===== src/srh_pkg.sv =====
// Shared constants, types and carriers of the status reporting hierarchy.
// Summary of operation
// - Five parallel 16-bit parts, same bit per source.
// - Bit 15 of every part reads zero.
// - Condition part mirrors hardware or child summary.
// - Condition part read-only; reads change nothing.
// - Rising condition sets event if rise filter set.
// - Falling condition sets event if fall filter set.
// - Transition filters writable; reads leave them unchanged.
// - Event part latches, read-only, cleared by read.
// - Summary is OR of event AND enable.
// - Enable part writable; reads leave it unchanged.
// - Summary feeds designated parent condition bit.
// - Status byte bit 6 is master summary.
// - Mask bit 6 ignored for summary and request.
// - Enabled status byte bit rising raises request.
// - Status byte query and poll return current value.
// - Service request mask is stored and read back.
// - Status byte bit 1 is device summary.
// - Bit 2 is error queue busy; entries request.
// - Status byte bit 3 is questionable summary.
// - Status byte bit 4 is message waiting.
// - Status byte bit 5 is standard event summary.
// - Status byte bit 7 is operation summary.
package srh_pkg;

	// ==========================================================================
	// Sizes, reset values and bit positions
	localparam int          SRH_W        = 16;
	localparam int          SRH_GROUPS   = 5;
	localparam logic [15:0] SRH_LIVE     = 16'h7fff;
	localparam logic [15:0] SRH_RISE_RST = 16'h7fff;
	localparam logic [15:0] SRH_FALL_RST = 16'h0000;
	localparam logic [15:0] SRH_ENAB_RST = 16'h0000;
	localparam logic [7:0]  SRH_SRE_RST  = 8'h00;
	localparam logic [7:0]  SRH_MSS_OFF  = 8'hbe;
	localparam int          STB_DEV      = 1;
	localparam int          STB_ERRQ     = 2;
	localparam int          STB_QUES     = 3;
	localparam int          STB_MAV      = 4;
	localparam int          STB_ESB      = 5;
	localparam int          STB_MSS      = 6;
	localparam int          STB_OPER     = 7;
	localparam int          QUES_POW_BIT = 3;
	localparam int          QUES_CAL_BIT = 8;

	// ==========================================================================
	// Command targets; the first five are the status groups in index order
	typedef enum logic [2:0] {
		TGT_DEV, TGT_QUES, TGT_QPOW, TGT_QCAL, TGT_OPER, TGT_STB, TGT_SRE
	} srh_target_t;

	typedef enum logic [2:0] {
		PART_COND, PART_RISE, PART_FALL, PART_EVENT, PART_ENABLE
	} srh_part_t;

	typedef struct packed {
		logic        valid;
		logic        write;
		srh_target_t target;
		srh_part_t   part;
		logic [15:0] data;
	} srh_cmd_t;

	typedef struct packed {
		logic        valid;
		logic [15:0] data;
	} srh_rsp_t;

	typedef struct packed {
		logic [15:0] cond;
		logic [15:0] rise;
		logic [15:0] fall;
		logic [15:0] latched;
		logic [15:0] enable;
	} srh_group_t;

endpackage : srh_pkg


===== src/srh_status_group.sv =====
// One status group: condition, two transition filters, event latch, enable.
`timescale 1ns/1ps
module srh_status_group import srh_pkg::*; (
	input  wire logic        clk,
	input  wire logic        rst,
	input  wire logic [14:0] cond_in,
	input  wire logic        wr_en,
	input  wire srh_part_t   wr_part,
	input  wire logic [15:0] wr_data,
	input  wire logic        clr_event,
	output srh_group_t       regs,
	output logic             sum
);

	logic [15:0] cond;
	logic [15:0] rise;
	logic [15:0] fall;
	logic [15:0] latched;
	logic [15:0] enable;
	logic [15:0] next_cond;
	logic [15:0] hit;

	assign next_cond = {1'b0, cond_in};
	assign hit = ((next_cond & ~cond & rise) | (~next_cond & cond & fall)) & SRH_LIVE;

	always_ff @(posedge clk) begin
		if (rst) begin
			cond <= '0;
		end else begin
			cond <= next_cond;
		end
	end

	always_ff @(posedge clk) begin
		if (rst) begin
			rise   <= SRH_RISE_RST;
			fall   <= SRH_FALL_RST;
			enable <= SRH_ENAB_RST;
		end else if (wr_en) begin
			if (wr_part == PART_RISE) rise <= wr_data & SRH_LIVE;
			if (wr_part == PART_FALL) fall <= wr_data & SRH_LIVE;
			if (wr_part == PART_ENABLE) enable <= wr_data & SRH_LIVE;
		end
	end

	// A transition in the clearing cycle survives the clear.
	always_ff @(posedge clk) begin
		if (rst) begin
			latched <= '0;
		end else begin
			latched <= (clr_event ? 16'h0000 : latched) | hit;
		end
	end

	assign sum  = |(latched & enable);
	assign regs = '{cond: cond, rise: rise, fall: fall, latched: latched, enable: enable};

endmodule : srh_status_group


===== src/srh_service_request.sv =====
// Status byte register, master summary and service request generation.
`timescale 1ns/1ps
module srh_service_request import srh_pkg::*; (
	input  wire logic       clk,
	input  wire logic       rst,
	input  wire logic [7:0] src,
	input  wire logic [7:0] service_request_mask,
	input  wire logic       err_entry,
	output logic [7:0]      status_byte,
	output logic            service_request
);

	logic [7:0] enabled;
	logic [7:0] prev_enabled;
	logic [7:0] next_stb;

	assign enabled = src & service_request_mask & SRH_MSS_OFF;

	always_comb begin
		next_stb          = src;
		next_stb[0]       = 1'b0;
		next_stb[STB_MSS] = |enabled;
	end

	always_ff @(posedge clk) begin
		if (rst) begin
			status_byte     <= '0;
			prev_enabled    <= '0;
			service_request <= 1'b0;
		end else begin
			status_byte     <= next_stb;
			prev_enabled    <= enabled;
			service_request <= (|(enabled & ~prev_enabled)) | (err_entry & service_request_mask[STB_ERRQ]);
		end
	end

endmodule : srh_service_request


===== src/srh_status_hierarchy.sv =====
// Top of the status reporting hierarchy: groups, status byte and command port.
`timescale 1ns/1ps
module srh_status_hierarchy import srh_pkg::*; (
	input  wire logic        clk,
	input  wire logic        rst,
	input  wire srh_cmd_t    cmd,
	output srh_rsp_t         rsp,
	input  wire logic [14:0] dev_cond,
	input  wire logic [14:0] ques_cond,
	input  wire logic [14:0] qpow_cond,
	input  wire logic [14:0] qcal_cond,
	input  wire logic [14:0] oper_cond,
	input  wire logic        err_queue_busy,
	input  wire logic        err_entry,
	input  wire logic        message_waiting,
	input  wire logic        standard_event_summary,
	output logic [7:0]       status_byte,
	output logic             service_request,
	output logic             master_summary
);

	// ==========================================================================
	// Command decoding

	srh_group_t              grp [SRH_GROUPS];
	logic [SRH_GROUPS-1:0]   sums;
	logic [14:0]             cond_vec [SRH_GROUPS];
	logic [SRH_GROUPS-1:0]   grp_wr;
	logic [SRH_GROUPS-1:0]   grp_clr;
	logic [7:0]              service_request_mask;
	logic [7:0]              stb_src;
	logic [7:0]              stb_q;
	logic                    srq_q;
	srh_group_t              sel_grp;
	logic                    is_query;

	function automatic logic is_group(input srh_target_t t);
		return t < TGT_STB;
	endfunction : is_group

	function automatic logic [15:0] part_value(input srh_group_t g, input srh_part_t p);
		logic [15:0] v;
		v = 16'h0000;
		unique case (p)
			PART_COND:   v = g.cond;
			PART_RISE:   v = g.rise;
			PART_FALL:   v = g.fall;
			PART_EVENT:  v = g.latched;
			PART_ENABLE: v = g.enable;
			default:     v = 16'h0000;
		endcase
		return v & SRH_LIVE;
	endfunction : part_value

	assign is_query = cmd.valid && !cmd.write;

	always_comb begin
		for (int g = 0; g < SRH_GROUPS; g++) begin
			grp_wr[g]  = cmd.valid && cmd.write && cmd.target == srh_target_t'(3'(g));
			grp_clr[g] = is_query && cmd.part == PART_EVENT
				&& cmd.target == srh_target_t'(3'(g));
		end
	end

	always_comb begin
		sel_grp = '0;
		if (is_group(cmd.target)) begin
			sel_grp = grp[3'(cmd.target)];
		end
	end

	// ==========================================================================
	// Condition inputs of each group

	// Child summaries replace the hardware bits they are routed into.
	always_comb begin
		cond_vec[TGT_DEV]  = dev_cond;
		cond_vec[TGT_QUES] = ques_cond;
		cond_vec[TGT_QUES][QUES_POW_BIT] = sums[TGT_QPOW];
		cond_vec[TGT_QUES][QUES_CAL_BIT] = sums[TGT_QCAL];
		cond_vec[TGT_QPOW] = qpow_cond;
		cond_vec[TGT_QCAL] = qcal_cond;
		cond_vec[TGT_OPER] = oper_cond;
	end

	// ==========================================================================
	// Status groups

	for (genvar g = 0; g < SRH_GROUPS; g++) begin : gen_group
		// Each group keeps its five parts bit-aligned per source.
		srh_status_group u_group (
			.clk       (clk),
			.rst       (rst),
			.cond_in   (cond_vec[g]),
			.wr_en     (grp_wr[g]),
			.wr_part   (cmd.part),
			.wr_data   (cmd.data),
			.clr_event (grp_clr[g]),
			.regs      (grp[g]),
			.sum       (sums[g])
		);
	end

	// ==========================================================================
	// Status byte and service request mask

	always_comb begin
		stb_src           = 8'h00;
		stb_src[STB_DEV]  = sums[TGT_DEV];
		stb_src[STB_ERRQ] = err_queue_busy;
		stb_src[STB_QUES] = sums[TGT_QUES];
		stb_src[STB_MAV]  = message_waiting;
		stb_src[STB_ESB]  = standard_event_summary;
		stb_src[STB_OPER] = sums[TGT_OPER];
	end

	always_ff @(posedge clk) begin
		if (rst) begin
			service_request_mask <= SRH_SRE_RST;
		end else if (cmd.valid && cmd.write && cmd.target == TGT_SRE) begin
			service_request_mask <= cmd.data[7:0];
		end
	end

	srh_service_request u_request (
		.clk             (clk),
		.rst             (rst),
		.src             (stb_src),
		.service_request_mask             (service_request_mask),
		.err_entry       (err_entry),
		.status_byte     (stb_q),
		.service_request (srq_q)
	);

	assign status_byte     = stb_q;
	assign service_request = srq_q;
	assign master_summary  = stb_q[STB_MSS];

	// ==========================================================================
	// Query answers

	// Every query is answered on the next edge; writes give no answer.
	always_ff @(posedge clk) begin
		if (rst) begin
			rsp <= '0;
		end else begin
			rsp.valid <= is_query;
			if (!is_query) begin
				rsp.data <= 16'h0000;
			end else if (is_group(cmd.target)) begin
				rsp.data <= part_value(sel_grp, cmd.part);
			end else if (cmd.target == TGT_STB) begin
				rsp.data <= {8'h00, stb_q};
			end else begin
				rsp.data <= {8'h00, service_request_mask};
			end
		end
	end

	logic bit15_any;
	logic dev_hit0;

	always_comb begin
		bit15_any = 1'b0;
		for (int g = 0; g < SRH_GROUPS; g++) begin
			bit15_any = bit15_any | grp[g].cond[15] | grp[g].rise[15]
				| grp[g].fall[15] | grp[g].latched[15] | grp[g].enable[15];
		end
	end

	assign dev_hit0 = (dev_cond[0] && !grp[TGT_DEV].cond[0] && grp[TGT_DEV].rise[0])
		|| (!dev_cond[0] && grp[TGT_DEV].cond[0] && grp[TGT_DEV].fall[0]);
endmodule : srh_status_hierarchy


===== config.mk =====
export PLATFORM = sky130hd
export DESIGN_NAME = srh_status_hierarchy
export DESIGN_NICKNAME = d
export VERILOG_FILES = /design/src/srh_pkg.sv /design/src/srh_status_group.sv /design/src/srh_service_request.sv /design/src/srh_status_hierarchy.sv
export SDC_FILE = /design/constraint.sdc
export NUM_CORES = 1
export LEC_CHECK = 0
export ABC_AREA = 1
export BUFFER_PORTS_ARGS = -buffer_cell sky130_fd_sc_hd__clkbuf_2
export CAP_MARGIN = 20
export CELL_PAD_IN_SITES_DETAIL_PLACEMENT = 1
export CELL_PAD_IN_SITES_GLOBAL_PLACEMENT = 1
export CORE_MARGIN = 10
export CORE_UTILIZATION = 46
export DETAILED_ROUTE_END_ITERATION = 8
export PLACE_DENSITY = 0.92
export SYNTH_ARGS = -nofsm -noshare
export SYNTH_HDL_FRONTEND = slang
export SYNTH_SLANG_ARGS = --single-unit

===== constraint.sdc =====
create_clock -name clk -period 2.8 [get_ports clk]
set_input_delay 0 -clock clk [delete_from_list [all_inputs] [get_ports clk]]
set_output_delay 0 -clock clk [all_outputs]
set_load 0.02 [all_outputs]

==> impl_metrics.ini <==
[synthesis]
synth_area_per_cell_um2 = 6.42
async_flop_share_pct = 0
synthCells = 2948
synth_top_cell_area_share_pct = 43.7
ys_seq_elements = 413
ys_seq_area_share_pct = 43.7
yosysMostFrequentCell = nand2_1
synth.largest_area_cell = dfxtp_1
synth_ff_type = dfxtp_1
syn_area_um2 = 18900
yosysWarnings = 0
synth_edf_count = 0
ys_top_cells_by_count = nand2_1, nor2_1, dfxtp_1, nand3_1, o21ai_0
synth.area.top_cells = dfxtp_1, nand2_1, nor2_1
yosysUniqueCellTypes = 32

[final_layout]
drive_gt1_share_pct = 9.16
fin_nets = 3219
regArea_um2 = 8270
syn2layout_area_growth_pct = 18.8
fin_cells = 3680
fillerInstances = 5420
multi_input_area_um2 = 9410

[drt]
firstDrtPassIters = 6
wirelength_mm = 85.7
ant_nets = 0
drc = 0
dr_total_vias = 21800
vias_per_cell = 5.92
post_drt_wl_per_cell_um = 23.3
first_iter_violations = 2508

[worst_setup_path]
end_kind = flop
path_max_fanout = 9
crit_buf_inv = 4
startpoint_type = primary input
path_depth = 8
critPathKind = primary input to flop
crit_arrival_ns = 2.74
max_stage_delay_ns = 0.60
r2r_start = gen_group[1].u_group.latched[8]
worstSetupEndpoint = rsp[14]
timing.reg2reg.setup_slack_ns = 0.83
r2r_cells = 8
critPathRequiredTime_ns = 3.31
slowest_stage = dlygate4sd3_1
critical_path.cell_chain = dlygate4sd3_1, clkbuf_2, nand2_1, dlygate4sd3_1, nor2_1, o221ai_1, buf_4, nor2_1
cp_top_family = buffers and inverters
startpoint = cmd[23]
reg2reg_to = u_request.status_byte[6]

[placed_design]
port_buffers = 126
placed_cells = 3488
dp_hpwl_mm = 54.4
gp_congestion = 0.920

[global_routing]
grt_pass1_vias = 22500
grt_max_degree = 122
overflow = 0
track_usage_pct = 33.4
antenna_found_initial = 7
grt_pass1_wl_mm = 132

[power_and_ir_drop]
p_per_area_nw_per_um2 = 604
p_int_uw = 9980
clockPowerShare_pct = 44.9
power_frac_comb_pct = 9.4
switching_power_uw = 3600
p_leak_uw = 0.0110
vdd_drop_max_mv = 0.382
switching_share_pct = 26.5
seqPwrFrac_pct = 45.7

[floorplan]
die_y_um = 223
core_area_um2 = 40700
die-area_um2 = 49700
io_pins = 132
die_w_um = 223
initial_core_util_pct = 46.5
rows = 74

[sta]
period_share_pct = 79.5
hold_viol_final = 0
fin_crit_ns = 2.23
finalSetupTns_ns = 0
skew_ns = 0.0188
worst_slew_pin_slew_ns = 0.985
slew_headroom_pct = 34.3
setup_viol = 0
rsz0062_at_grt = false
drv_slew = 0
fmax_ghz = 0.449

[clock_network]
cts_root_buffer = clkbuf_16
cts_htree_levels = 2
clockBufferDepth = 3
cts_tree = done
cts.sinks = 413
clk_latency_ns = 0.59
clk_pin_slew_ns = 0.06
cts_made_buffers = 45
post_cts_resized = 0

[hold_path]
holdPathStages = 6
hp-class = primary input to flop

[job]
cap_violations = 0

[status]
status = finished clean
routing by layer:
layer / track usage [%] / wire, um / share of wire [%]
met2: 52.8 / 38700 / 45
met3: 9.19 / 9410 / 11
met4: 15.6 / 4110 / 4.8
met1: 41.5 / 33400 / 39
met5: 0 / 47 / 0.055
cells by family after synthesis:
logic type / share of synthesized area [%]
AND/OR/NAND/NOR: 41.0
flip-flops: 43.7
buffers and inverters: 6.66
AO/OA/AOI/OAI: 8.26
multiplexers: 0.357
other: 0.0198
through the flow:
stage	hold WS [ns]	worst slack (ns)	utilization (%)	power [uW]	cell area [um^2]
global placement	0.213	0.704	48.9	7320	19900
finish	0.0150	0.574	55.2	13600	22500
detailed placement	0.215	0.600	48.9	7380	19900
global route	0.0226	0.495	55.2	13900	22500
CTS	0.00851	0.668	55.2	13400	22500
floorplan	0.0956	1.47	-	6910	18900
what timing repair did:
item	in CTS	in global routing
buffers inserted	0	0
hold buffers	111	0
endpoints found under the hold margin	223	0
registers in the layout (all words and copies together), names as in the netlist:
signal and flops:
gen_group.u_group.enable 75, rsp 16, u_request.status_byte 7, gen_group.u_group.latched 75
gen_group.u_group.fall 75, gen_group.u_group.cond 75, u_request.prev_enabled 6, gen_group.u_group.rise 75
service_request_mask 8, u_request.service_request 1
power groups by stage:
stage	clock network (uW)	logic [uW]	registers (uW)
6_report	6100	1280	6200
5_1_grt	6350	1370	6210
4_1_cts	6040	1210	6190
3_5_place_dp	0	1070	6310
3_3_place_gp	0	1020	6300
2_1_floorplan	0	650	6260
area by class of cell:
cell class,count,share of cell area (%)
antenna,4,0.0445
clock inverter,10,0.556
clock buffer,67,5.91
timing repair buffer,277,9.40
multi-input combinational,2228,41.8
sequential,413,36.8
tap,532,2.96
inverter,149,2.53
worst reg2reg max path: stages (launching register included):
cell and delay, ns:
dfxtp_1 0.35, nand2_1 0.09, nand2_1 0.06, nor2_1 0.25, nand4_1 0.44, nand2_1 0.30
nand2_1 0.14, nor2_1 0.17, nor2_1 0.06
worst min path at each step:
stage | startpoint | to
global route | cmd[11] | gen_group[4].u_group.rise[11]
finish | cmd[17] | rsp[13]
global placement | message_waiting | u_request.status_byte[4]
CTS | cmd[22] | rsp[7]
floorplan | rst | rsp[16]
detailed placement | message_waiting | u_request.status_byte[4]
cell usage in the layout (no fill, tap or decap), types with 22 or more instances in the layout:
cell	Yosys	routed
nand2_1	1180	1180
nor2_1	490	489
dfxtp_1	413	413
nand3_1	204	204
o21ai_0	178	178
clkbuf_2	0	124
inv_1	125	123
dlygate4sd3_1	0	111
a31oi_1	75	75
clkbuf_16	0	45
buf_4	12	36
nand4_1	29	29
inv_2	20	22
(Power assumes the default switching activity.)
